File: src/inc/pll_divider_map.vh
// constants for the pll output divider and freeze block
`ifndef PLL_DIVIDER_MAP_VH
`define PLL_DIVIDER_MAP_VH

// divider periods, counted in divider ticks
`define PERIOD_WIDTH         6
`define CORE_PERIOD          6'h04
`define DOUBLE_LEGACY_PERIOD 6'h02
`define QUAL_LOW_TAIL        6'h04

// internal feedback divides the raw vco by 32
`define FEEDBACK_DIV_WIDTH   5

// pci ratio select codes
`define PCI_SEL_BUS          2'h0
`define PCI_SEL_BUS_DIV2     2'h1
`define PCI_SEL_BUS_DIV3     2'h2
`define PCI_SEL_CORE         2'h3

// bus ratio select code for divide by one
`define BUS_SEL_DIV1         2'h0

// output group index, also serial freeze bit position
`define OUT_GROUPS           5
`define GRP_DOUBLE           0
`define GRP_CORE             1
`define GRP_BUS_QUAL         2
`define GRP_BUS              3
`define GRP_PCI              4

// fanout of the replicated output pins
`define BUS_CLOCK_COUNT      5
`define PCI_CLOCK_COUNT      7

// pin synchroniser vector layout
`define SYNC_WIDTH           16
`define SY_LEGACY            0
`define SY_BUS_SEL_LO        1
`define SY_BUS_SEL_HI        2
`define SY_PCI_SEL_LO        3
`define SY_PCI_SEL_HI        4
`define SY_PRESCALER_BYPASS  5
`define SY_FEEDBACK_SEL      6
`define SY_REFERENCE_SEL     7
`define SY_LOOP_BYPASS_N     8
`define SY_STROBE_N          9
`define SY_COMMON_N          10
`define SY_FRZ_DATA          11
`define SY_FRZ_CLOCK         12
`define SY_TEST_REF          13
`define SY_CRYSTAL           14
`define SY_EXTERNAL_FEEDBACK_IN            15

`endif

File: src/rtl/ratio_divider.v
// one 50% duty divider stage stepped by the shared divider tick
`timescale 1ns/1ps
`default_nettype none
`include "pll_divider_map.vh"

module ratio_divider (
   // clock and clear
   input  wire                       clk,
   input  wire                       clear,
   // step and ratio
   input  wire                       tick,
   input  wire [`PERIOD_WIDTH-1:0]   period,
   // waveform
   output reg                        wave,
   output reg  [`PERIOD_WIDTH-1:0]   count
);

   wire [`PERIOD_WIDTH-1:0] lastCount = period - 6'h01;
   wire [`PERIOD_WIDTH-1:0] halfCount = {1'b0, period[`PERIOD_WIDTH-1:1]};
   reg  [`PERIOD_WIDTH-1:0] next_count;

   // a shrinking ratio wraps at once instead of running past the end
   always @* begin
      if (count >= lastCount)
         next_count = 6'h00;
      else
         next_count = count + 6'h01;
   end

   always @(posedge clk) begin
      if (clear) begin
         count <= 6'h00;
         wave  <= 1'b1;
      end else if (tick) begin
         count <= next_count;
         wave  <= (next_count < halfCount);
      end
   end

endmodule
`default_nettype wire

File: src/rtl/pll_output_divider_freeze.v
// digital side of a pll clock driver: output dividers, freeze and source select
// Notes on behaviour
// - strobe falling edge freezes outputs, each while its own wave is low
// - common hold applied on strobe falling edge
// - bus ratio select divides core qualifier 1-4
// - legacy bus qualifier follows bus clock rate
// - pci select: bus, bus/2, bus/3, core
// - non-legacy: double and qualifiers at vco/4
// - double clock vco/2 legacy, else vco/4
// - core qualifier vco/4 in both modes with prescaler bypassed
// - bus qualifier duty 66/33 and 75/25
// - non-legacy bus qualifier vco/4, no lag
// - double, core, bus, pci at 50% duty
// - feedback select high picks internal feedback
// - external feedback drives detector when selected
// - master reset clears flops, floats outputs
// - reference select low test clock, high crystal
// - internal divide-by-32 feedback ignores prescaler
// - multiplication equals 32 over divide ratio
// - prescaler select low inserts divide by two
// - per-output freeze bits shift in serially
// - loop bypass routes test clock through dividers
`timescale 1ns/1ps
`default_nettype none
`include "pll_divider_map.vh"

module pll_output_divider_freeze (
   // vco clock and synchronous reset
   input  wire                          clk,
   input  wire                          srst,
   // master reset and float, active low
   input  wire                          master_reset_float_n,
   // ratio straps
   input  wire                          legacy_cpu_mode,
   input  wire [1:0]                    bus_clock_ratio_sel,
   input  wire [1:0]                    pci_ratio_sel,
   input  wire                          prescaler_bypass_sel,
   // loop source selection
   input  wire                          feedback_source_sel,
   input  wire                          reference_source_sel,
   input  wire                          loop_bypass_n,
   input  wire                          test_reference_clock,
   input  wire                          crystal_clock,
   input  wire                          external_feedback_in,
   // freeze control
   input  wire                          freeze_strobe_n,
   input  wire                          common_freeze_n,
   input  wire                          freeze_data,
   input  wire                          freeze_clock,
   // phase detector inputs
   output reg                           detectorReference,
   output reg                           detectorFeedback,
   output reg                           loopBypassed,
   // clock outputs and their enables
   output reg                           double_core_clock,
   output reg                           double_core_clock_oe,
   output reg                           core_clock_qualifier,
   output reg                           core_clock_qualifier_oe,
   output reg                           bus_clock_qualifier,
   output reg                           bus_clock_qualifier_oe,
   output reg  [`BUS_CLOCK_COUNT-1:0]   busClock,
   output reg  [`BUS_CLOCK_COUNT-1:0]   busClockOe,
   output reg  [`PCI_CLOCK_COUNT-1:0]   pciClock,
   output reg  [`PCI_CLOCK_COUNT-1:0]   pciClockOe
);

   // pin synchronisers; first stage feeds only the second
   wire [`SYNC_WIDTH-1:0] pinRaw = {external_feedback_in, crystal_clock, test_reference_clock,
                                    freeze_clock, freeze_data, common_freeze_n, freeze_strobe_n,
                                    loop_bypass_n, reference_source_sel, feedback_source_sel,
                                    prescaler_bypass_sel, pci_ratio_sel, bus_clock_ratio_sel,
                                    legacy_cpu_mode};
   reg  [`SYNC_WIDTH-1:0] pinMeta;
   reg  [`SYNC_WIDTH-1:0] pinSync;
   reg  [`SYNC_WIDTH-1:0] pinPrev;
   reg                    masterMeta;
   reg                    masterSync;

   always @(posedge clk) begin
      if (srst) begin
         pinMeta    <= 16'h0000;
         pinSync    <= 16'h0000;
         masterMeta <= 1'b0;
         masterSync <= 1'b0;
      end else begin
         pinMeta    <= pinRaw;
         pinSync    <= pinMeta;
         masterMeta <= master_reset_float_n;
         masterSync <= masterMeta;
      end
   end

   // master reset acts as a second clear source for every flop after the pin synchronisers
   wire clearAll = srst | ~masterSync;

   // prev cleared low: an idle-high strobe cannot fake a fall after reset
   always @(posedge clk) begin
      if (clearAll)
         pinPrev <= 16'h0000;
      else
         pinPrev <= pinSync;
   end

   wire       legacy     = pinSync[`SY_LEGACY];
   wire [1:0] busSel     = {pinSync[`SY_BUS_SEL_HI], pinSync[`SY_BUS_SEL_LO]};
   wire [1:0] pciSel     = {pinSync[`SY_PCI_SEL_HI], pinSync[`SY_PCI_SEL_LO]};
   wire       strobeFall = pinPrev[`SY_STROBE_N] & ~pinSync[`SY_STROBE_N];
   wire       frzClkRise = ~pinPrev[`SY_FRZ_CLOCK] & pinSync[`SY_FRZ_CLOCK];
   wire       testRise   = ~pinPrev[`SY_TEST_REF] & pinSync[`SY_TEST_REF];

   // internal feedback divider runs straight off the vco, ahead of the prescaler
   reg [`FEEDBACK_DIV_WIDTH-1:0] feedbackCount;

   always @(posedge clk) begin
      if (clearAll)
         feedbackCount <= 5'h00;
      else
         feedbackCount <= feedbackCount + 5'h01;
   end

   // divide-by-32 feedback; output ratio n then multiplies by 32/n
   wire internalFeedback = feedbackCount[`FEEDBACK_DIV_WIDTH-1];

   always @(posedge clk) begin
      if (clearAll) begin
         detectorReference <= 1'b0;
         detectorFeedback  <= 1'b0;
         loopBypassed      <= 1'b0;
      end else begin
         detectorReference <= pinSync[`SY_REFERENCE_SEL] ? pinSync[`SY_CRYSTAL]
                                                         : pinSync[`SY_TEST_REF];
         detectorFeedback  <= pinSync[`SY_FEEDBACK_SEL] ? internalFeedback
                                                        : pinSync[`SY_EXTERNAL_FEEDBACK_IN];
         loopBypassed      <= ~pinSync[`SY_LOOP_BYPASS_N];
      end
   end

   // ratio straps only pass the pin synchronisers; change them only under reset
   // divider tick: test clock edges in bypass, else vco with optional halving
   reg  prescaleHalf;
   reg  dividerTick;
   wire next_tick = ~pinSync[`SY_LOOP_BYPASS_N] ? testRise
                  : (pinSync[`SY_PRESCALER_BYPASS] | prescaleHalf);

   always @(posedge clk) begin
      if (clearAll) begin
         prescaleHalf <= 1'b0;
         dividerTick  <= 1'b0;
      end else begin
         prescaleHalf <= ~prescaleHalf;
         dividerTick  <= next_tick;
      end
   end

   // ratios in ticks; every period is a multiple of the shorter ones so edges line up
   wire [`PERIOD_WIDTH-1:0] doublePeriod = legacy ? `DOUBLE_LEGACY_PERIOD : `CORE_PERIOD;
   wire [`PERIOD_WIDTH-1:0] busPeriod    = {2'b00, busSel, 2'b00} + `CORE_PERIOD;
   reg  [`PERIOD_WIDTH-1:0] pciPeriod;

   always @* begin
      case (pciSel)
         `PCI_SEL_BUS:      pciPeriod = busPeriod;
         `PCI_SEL_BUS_DIV2: pciPeriod = {busPeriod[`PERIOD_WIDTH-2:0], 1'b0};
         `PCI_SEL_BUS_DIV3: pciPeriod = {busPeriod[`PERIOD_WIDTH-2:0], 1'b0} + busPeriod;
         `PCI_SEL_CORE:     pciPeriod = `CORE_PERIOD;
         default:           pciPeriod = busPeriod;
      endcase
   end

   wire                     doubleWave;
   wire                     coreWave;
   wire                     busWave;
   wire                     pciWave;
   wire [`PERIOD_WIDTH-1:0] busCount;

   ratio_divider doubleDiv (
      .clk    (clk),
      .clear  (clearAll),
      .tick   (dividerTick),
      .period (doublePeriod),
      .wave   (doubleWave),
      .count  ()
   );

   ratio_divider coreDiv (
      .clk    (clk),
      .clear  (clearAll),
      .tick   (dividerTick),
      .period (`CORE_PERIOD),
      .wave   (coreWave),
      .count  ()
   );

   ratio_divider busDiv (
      .clk    (clk),
      .clear  (clearAll),
      .tick   (dividerTick),
      .period (busPeriod),
      .wave   (busWave),
      .count  (busCount)
   );

   ratio_divider pciDiv (
      .clk    (clk),
      .clear  (clearAll),
      .tick   (dividerTick),
      .period (pciPeriod),
      .wave   (pciWave),
      .count  ()
   );

   // legacy bus qualifier: low only in the last core period of each bus period
   reg  busQualWave;
   reg  busQualLag;
   wire legacyQual = (busSel == `BUS_SEL_DIV1) ? coreWave
                   : (busCount < busPeriod - `QUAL_LOW_TAIL);

   always @(posedge clk) begin
      if (clearAll) begin
         busQualWave <= 1'b1;
         busQualLag  <= 1'b1;
      end else begin
         busQualWave <= legacyQual;
         busQualLag  <= busQualWave;
      end
   end

   // legacy mode lags the qualifier to give the cpu hold margin; otherwise coincident
   wire busQualOut = legacy ? busQualLag : coreWave;

   // serial freeze bits are only applied when the strobe falls
   reg [`OUT_GROUPS-1:0] freezeShift;
   reg [`OUT_GROUPS-1:0] freezeTarget;
   reg                   commonHold;

   always @(posedge clk) begin
      if (clearAll) begin
         freezeShift  <= 5'h00;
         freezeTarget <= 5'h00;
         commonHold   <= 1'b0;
      end else begin
         if (frzClkRise)
            freezeShift <= {freezeShift[`OUT_GROUPS-2:0], pinSync[`SY_FRZ_DATA]};
         if (strobeFall) begin
            freezeTarget <= freezeShift;
            commonHold   <= ~pinSync[`SY_COMMON_N];
         end
      end
   end

   // bit order matches the serial freeze positions
   wire [`OUT_GROUPS-1:0] waves = {pciWave, busWave, busQualOut, coreWave, doubleWave};
   reg  [`OUT_GROUPS-1:0] frozen;
   reg  [`OUT_GROUPS-1:0] gated;

   // each group switches freeze state only while its own wave is low
   // frozen groups park low; enables stay up so loads see a steady level
   genvar g;
   generate
      for (g = 0; g < `OUT_GROUPS; g = g + 1) begin : freezeGate
         always @(posedge clk) begin
            if (clearAll) begin
               frozen[g] <= 1'b0;
               gated[g]  <= 1'b0;
            end else begin
               if (!waves[g])
                  frozen[g] <= freezeTarget[g] | commonHold;
               gated[g] <= waves[g] & ~frozen[g];
            end
         end
      end
   endgenerate

   // output flops; enables drop while master reset holds so pins float
   always @(posedge clk) begin
      if (clearAll) begin
         double_core_clock       <= 1'b0;
         double_core_clock_oe    <= 1'b0;
         core_clock_qualifier    <= 1'b0;
         core_clock_qualifier_oe <= 1'b0;
         bus_clock_qualifier     <= 1'b0;
         bus_clock_qualifier_oe  <= 1'b0;
         busClock                <= 5'h00;
         busClockOe              <= 5'h00;
         pciClock                <= 7'h00;
         pciClockOe              <= 7'h00;
      end else begin
         double_core_clock       <= gated[`GRP_DOUBLE];
         double_core_clock_oe    <= 1'b1;
         core_clock_qualifier    <= gated[`GRP_CORE];
         core_clock_qualifier_oe <= 1'b1;
         bus_clock_qualifier     <= gated[`GRP_BUS_QUAL];
         bus_clock_qualifier_oe  <= 1'b1;
         busClock                <= {`BUS_CLOCK_COUNT{gated[`GRP_BUS]}};
         busClockOe              <= 5'h1f;
         pciClock                <= {`PCI_CLOCK_COUNT{gated[`GRP_PCI]}};
         pciClockOe              <= 7'h7f;
      end
   end

endmodule
`default_nettype wire

File: config.mk
export PLATFORM = sky130hd
export DESIGN_NAME = pll_output_divider_freeze
export DESIGN_NICKNAME = d
export VERILOG_FILES = /design/src/rtl/ratio_divider.v /design/src/rtl/pll_output_divider_freeze.v
export VERILOG_INCLUDE_DIRS = /design/src /design/src/inc
export SDC_FILE = /design/constraint.sdc
export NUM_CORES = 1
export LEC_CHECK = 0
export BUFFER_PORTS_ARGS = -buffer_cell sky130_fd_sc_hd__buf_2
export CAP_MARGIN = 10
export CELL_PAD_IN_SITES_DETAIL_PLACEMENT = 1
export CELL_PAD_IN_SITES_GLOBAL_PLACEMENT = 1
export CORE_ASPECT_RATIO = 0.75
export CORE_MARGIN = 2
export CORE_UTILIZATION = 41
export DETAILED_ROUTE_END_ITERATION = 7
export PLACE_DENSITY = 0.86
export SLEW_MARGIN = 20
export SYNTH_ARGS = -nofsm -noshare
export SYNTH_HDL_FRONTEND = slang
export SYNTH_HIERARCHICAL = 1
export SYNTH_SLANG_ARGS = --single-unit
File: constraint.sdc
create_clock -name clk -period 3.2 [get_ports clk]
set_input_delay 0.32 -clock clk [delete_from_list [all_inputs] [get_ports clk]]
set_output_delay 0.32 -clock clk [all_outputs]
set_load 0.01 [all_outputs]
==> results.tsv, run 1 <==
metric	value	unit
grt_pass1_vias	4677	
synth-simple-area-share	0.2242	
place_inst	814	
die_area	0.01426	sq mm
cts_buffers	9	
max_freq	307.3	MHz
drv_cap	0	
post_drt_wl_per_cell	17.27	microns
rsz0062_at_grt	yes	
fin_skew	0.01044	ns
synth.area.mux_share	0.02774	
synth_top_family_by_area	simple AND/OR/NAND/NOR gates	
synth_compound_area_frac	0.1206	
io_pins	52	
cts_tree	done	
synth-main-ff-cell	dfxtp_1	
cts_sinks	104	
overflow	0	
synthAdderAreaFrac	0.1261	
final_max_slew_viol_count	0	
fin_crit	3.254	ns
ctsHoldBuffers	0	
fin_nets	742	
synth_cell_types	40	
path_class	register to register	
drive_gt1_frac	0.1961	
die_height	103.9	microns
fp.coreArea	0.01297	sq mm
worstRegToRegCells	16	
diodes	0	
p_leak	2.708	nW
r2r_end	pciDiv/wave$_SDFFE_PP1P_	
cp.arrival	3.56	ns
vdd_drop_max	0.2921	mV
cts_root_buf	clkbuf_16	
slew_headroom	0.4929	
synth_seq_cells	104	
cp.required	3.51	ns
startpoint	pinSync[1]$_SDFF_PP0_	
outcome	complete, but fails checks	
cts.path.max_buffers	2	
htree_levels	3	
synthXorXnorAreaFrac	0.04172	
area_growth	16.71	%
fin_cells	844	
finalHoldViolCount	0	
ys_seq_area_frac	0.3815	
vias	4362	
cts.reportedPaths.clkPinSlew	0.09	ns
num_rows	36	
power.density	430.5	mW/mm^2
cp-start-kind	register	
drc	0	
post-place-ws	-0.1893	ns
async_flop_share	0	
avgSynthCellArea	9.096	sq um
worstSetupEndpointType	register	
grt_max_degree	43	
start_util	0.4207	
dpl.hpwl	9.488	mm
hold_path_class	primary input to register	
violations	setup timing	
clk-insertion-delay-late	0.37	ns
final_common_cell	dfxtp_1	
worstPathMaxFanout	7	
dr.pass1.iters	4	
yosys_warnings	6	
setup_ws	-0.05398	ns
routabilityCongestion	0.8697	
fin_crit_sh	1.017	
setup_violations	2	
mostFrequentLayoutCells	dfxtp_1, ha_1, buf_2	
synth_edf_count	0	
syn_area	0.005458	sq mm
drt.antenna.violating_nets	0	
grt_usage	0.2051	
drtIter0Drc	201	
drt-total-wl	14.57	mm
ff2ff_setup_slack	-0.05	ns
grt_pass1_wl	23.14	mm
io_buffer_count	51	
avgViaCountPerCell	5.168	
setup_tns	-0.06828	ns
antenna_found_initial	0	
tightestPinTransition	0.7592	ns
die_x	137.2	microns
synthCells	600	
hold_ws	0.1502	ns
utilization	0.4910	
crit_end	pciDiv/wave$_SDFFE_PP1P_	
regToRegStartpoint	pinSync[1]$_SDFF_PP0_	
how the worst min path moves through the flow:
stage / from / endpoint / slack (ns) / cells after the start
after floorplan: busQualWave$_SDFF_PN1_ / busQualLag$_SDFF_PN1_ / 0.39 / 1
after global placement: pinSync[10]$_SDFF_PP0_ / commonHold$_SDFFE_PN0P_ / 0.39 / 1
after detailed placement: prescaleHalf$_SDFF_PN0_ / prescaleHalf$_SDFF_PN0_ / 0.40 / 1
after CTS: external_feedback_in / pinMeta[15]$_SDFF_PP0_ / 0.14 / 2
after global routing: external_feedback_in / pinMeta[15]$_SDFF_PP0_ / 0.14 / 2
final: external_feedback_in / pinMeta[15]$_SDFF_PP0_ / 0.15 / 2
Yosys cell counts, drive strengths merged, types with 7 or more instances:
| master | instances | area [sq um] |
|---|---|---|
| inv | 36 | 135.1 |
| and2 | 25 | 168.9 |
| o21a | 12 | 90.09 |
| nand3 | 42 | 210.2 |
| a21oi | 40 | 204.0 |
| nor3 | 13 | 65.06 |
| mux2i | 14 | 140.1 |
| dfxtp | 104 | 2082 |
| xor2 | 7 | 61.31 |
| buf | 34 | 267.8 |
| o21ai | 9 | 45.04 |
| a31oi | 12 | 75.07 |
| nor2 | 37 | 138.9 |
| nand2 | 43 | 161.4 |
| xnor2 | 19 | 166.4 |
| and2b | 18 | 135.1 |
| nand4 | 8 | 50.05 |
| nor2b | 36 | 225.2 |
| ha | 55 | 688.2 |
registers in the layout, summed over array words and instances, names as in the netlist, 5 cells and up:
signal / count
pinMeta: 16
pinSync: 16
busDiv/count: 6
coreDiv/count: 6
doubleDiv/count: 6
pciDiv/count: 6
feedbackCount: 5
freezeShift: 5
freezeTarget: 5
frozen: 5
gated: 5
critical path, cell delays in order (launching register included):
cell and delay (ns):
dfxtp_4 0.39, inv_6 0.06, ha_1 0.24, xnor2_2 0.21, a21oi_2 0.08, o21ai_2 0.17, nor3_2 0.07, xnor2_1 0.13
ha_1 0.36, nand4_1 0.13, o221a_4 0.31, o21a_1 0.14, ha_4 0.23, a21oi_2 0.12, nor2b_1 0.05, a2111o_1 0.35
a2bb2oi_2 0.14
cell type report:
class | count | area, sq um
Clock buffer | 9 | 225.2
Tap cell | 171 | 214.0
Inverter | 36 | 140.1
Sequential cell | 104 | 2090
Fill cell | 1513 | 6603
Clock inverter | 7 | 101.3
Multi-Input combinational cell | 444 | 3167
Timing Repair Buffer | 73 | 432.9
per-layer routing:
metal  wire length, microns  global-route usage  vias to the layer above
met5                      0                   0                        -
li1                       -                   -                     2127
met1                   6037              0.2362                     2120
met4                    404             0.06554                        0
met2                   7665              0.3706                       80
met3                    466             0.04776                       35
where the power goes:
group | leakage, nW | switching (mW) | internal (mW) | total (mW)
clock | 0.156 | 0.607 | 0.574 | 1.18
combinational | 1.70 | 0.124 | 0.110 | 0.233
sequential | 0.847 | 0.0125 | 1.32 | 1.33
through the flow:
stage	power, mW	area, sq um
after floorplan	1.508	5575
after global placement	1.539	5821
after detailed placement	1.556	5821
after CTS	2.744	6242
after global routing	2.837	6370
final	2.742	6370
repair_timing:
item / in CTS / in global routing
pin swaps: 10 / 10
setup buffers: 10 / 4
hold endpoints to repair: 0 / 0
resized for setup: 7 / 16
endpoints found under the setup margin: 2 / 3
cells by family (layout without fill, tap and decap cells):
logic type / Yosys count / in the layout
XOR/XNOR: 26 / 26
AND/OR/NAND/NOR: 231 / 231
multiplexers: 15 / 15
flip-flops: 104 / 104
AO/OA/AOI/OAI: 93 / 93
adder cells (fa/ha/maj): 55 / 55
buffers and inverters: 74 / 125
other: 2 / 24
(Power assumes the default switching activity.)
==> run 2: changes to the inputs <==
- SKIP_LAST_GASP: not set -> 1
- SLEW_MARGIN: 20 -> 40
- clock period: 3.2 -> 2.9 ns (I/O delays scaled with it)
==> results.tsv, run 2 (same netlist as run 1, synthesis figures left out) <==
metric	value	unit	change
outcome	complete, but fails checks		unchanged
violations	setup timing		unchanged
hold_ws	0.1255	ns	was 0.1502 ns
finalPower	3.021	mW	was 2.742 mW
max_freq	303.5	MHz	was 307.3 MHz
fin_skew	0.01321	ns	was 0.01044 ns
mostFrequentLayoutCells	dfxtp_1, buf_2, ha_1		was dfxtp_1, ha_1, buf_2
cts_buffers	9		unchanged
drive_gt1_frac	0.2312		was 0.1961
avgViaCountPerCell	5.090		was 5.168
post_drt_wl_per_cell	16.63	microns	was 17.27 microns
die_height	103.9	microns	unchanged
utilization	0.5034		was 0.4910
hold_path_class	primary input to register		unchanged
routabilityCongestion	0.8268		was 0.8697
worstSetupEndpointType	register		unchanged
slew_headroom	0.4652		was 0.4929
crit_buf_inv	2		was 1
ff2ff_setup_slack	-0.39	ns	was -0.05 ns
tightestPinTransition	0.8005	ns	was 0.7592 ns
htree_levels	3		unchanged
cts_sinks	104		unchanged
largest_registers	pinMeta: 16 flops, pinSync: 16 flops		unchanged
fin_nets	761		was 742
fin_crit_sh	1.136		was 1.017
cts.reportedPaths.clkPinSlew	0.09	ns	about the same
vdd_drop_max	0.4788	mV	was 0.2921 mV
fin_crit	3.294	ns	was 3.254 ns
overflow	0		unchanged
fp.coreArea	0.01297	sq mm	unchanged
min_to	pinMeta[15]$_SDFF_PP0_		unchanged
regToRegStartpoint	pinSync[1]$_SDFF_PP0_		unchanged
setup_ws	-0.3944	ns	was -0.05398 ns
drv_cap	0		unchanged
io_buffer_count	51		unchanged
dpl.hpwl	9.858	mm	was 9.488 mm
finalHoldViolCount	0		unchanged
path_delay_family	compound AO/OA/AOI/OAI gates		unchanged
cts_root_buf	clkbuf_16		unchanged
diodes	0		unchanged
path_depth	17		was 16
clk-insertion-delay-late	0.36	ns	was 0.37 ns
drt-total-wl	14.36	mm	was 14.57 mm
die_x	137.2	microns	unchanged
final_max_slew_viol_count	0		unchanged
antenna_found_initial	0		unchanged
worstPathMaxFanout	7		unchanged
start_util	0.4207		unchanged
grt_max_degree	35		was 43
die_area	0.01426	sq mm	unchanged
cp.arrival	3.59	ns	was 3.56 ns
drc	0		unchanged
crit_path_max_incr_delay	0.40	ns	was 0.39 ns
cts.path.max_buffers	2		unchanged
grt_pass1_wl	23.12	mm	was 23.14 mm
r2r_end	pciDiv/wave$_SDFFE_PP1P_		unchanged
dr.pass1.iters	4		unchanged
num_rows	36		unchanged
cp-start-kind	register		unchanged
ctsHoldBuffers	0		unchanged
io_pins	52		unchanged
worstRegToRegCells	17		was 16
p_leak	2.778	nW	was 2.708 nW
rsz0062_at_grt	yes		unchanged
setup_violations	2		unchanged
vias	4393		was 4362
critPathSlowestCell	dfxtp_4		unchanged
hold_start	external_feedback_in		unchanged
cp_cell_sequence	inv_6, ha_4, nor3b_2, a21oi_1, o22ai_2, inv_2, nand3_1, xnor2_1, ha_1, nand4_1, o221a_4, o21a_1, ha_4, a21oi_2, nor2b_1, a2111o_1, a2bb2oi_2		was inv_6, ha_1, xnor2_2, a21oi_2, o21ai_2, nor3_2, xnor2_1, ha_1, nand4_1, o221a_4, o21a_1, ha_4, a21oi_2, nor2b_1, a2111o_1, a2bb2oi_2
cts_tree	done		unchanged
cpMostUsedCell	ha_4		
path_class	register to register		unchanged
cp.required	3.20	ns	was 3.51 ns
grt_pass1_vias	4781		was 4677
grt_usage	0.2026		was 0.2051
post-place-ws	-0.5081	ns	was -0.1893 ns
area_growth	19.65	%	was 16.71%
power.density	462.6	mW/mm^2	was 430.5 mW/mm^2
setup_tns	-0.6348	ns	was -0.06828 ns
drt.antenna.violating_nets	0		unchanged
drtIter0Drc	159		was 201
final_common_cell	dfxtp_1		unchanged
whs_path_depth	2		unchanged
run 2: layer usage:
metal  wire length, microns  vias up  share of wire  global-route usage
li1                       -     2164              -                   -
met5                      0        -              0                   0
met2                   7557       58           0.53              0.3699
met4                    218        0          0.015             0.05081
met1                   6201     2145           0.43              0.2382
met3                    379       26          0.026             0.04288
run 2: layout make-up:
| type | instances | area (sq um) |
|---|---|---|
| Multi-Input combinational cell | 444 | 3197 |
| Tap cell | 171 | 214.0 |
| Inverter | 36 | 142.6 |
| Clock inverter | 7 | 88.84 |
| Sequential cell | 104 | 2088 |
| Fill cell | 1514 | 6442 |
| Clock buffer | 9 | 225.2 |
| Timing Repair Buffer | 92 | 574.3 |
run 2: power by group:
| part | leakage (nW) | total, mW | switching (mW) | internal, mW |
|---|---|---|---|---|
| sequential | 0.847 | 1.46 | 0.0122 | 1.45 |
| clock | 0.153 | 1.28 | 0.650 | 0.629 |
| combinational | 1.78 | 0.277 | 0.144 | 0.133 |
| total | 2.78 | 3.02 | 0.806 | 2.21 |
run 2: worst max-delay path by stage:
stage / from / slack, ns / to
final: pinSync[1]$_SDFF_PP0_ / -0.39 / pciDiv/wave$_SDFFE_PP1P_
after global placement: pinSync[1]$_SDFF_PP0_ / -0.22 / pciDiv/wave$_SDFFE_PP1P_
after global routing: pinSync[1]$_SDFF_PP0_ / -0.52 / pciDiv/wave$_SDFFE_PP1P_
after CTS: pinSync[1]$_SDFF_PP0_ / -0.45 / pciDiv/wave$_SDFFE_PP1P_
after detailed placement: pinSync[1]$_SDFF_PP0_ / -0.51 / pciDiv/wave$_SDFFE_PP1P_
after floorplan: pinSync[1]$_SDFF_PP0_ / -0.25 / pciDiv/wave$_SDFFE_PP1P_
run 2: what timing repair did:
| item | CTS | global route |
|---|---|---|
| gates resized for setup | 18 | 19 |
| pin swaps | 14 | 21 |
| setup buffers | 4 | 6 |
| endpoints found under the setup margin | 3 | 3 |
| cloned | 0 | 0 |
| hold endpoints to repair | 0 | 0 |
run 2: stage by stage:
step | cells | area (sq um)
floorplan | 622 | 5582
global placement | 838 | 6001
detailed placement | 838 | 6001
CTS | 858 | 6427
global route | 863 | 6530
finish | 863 | 6530
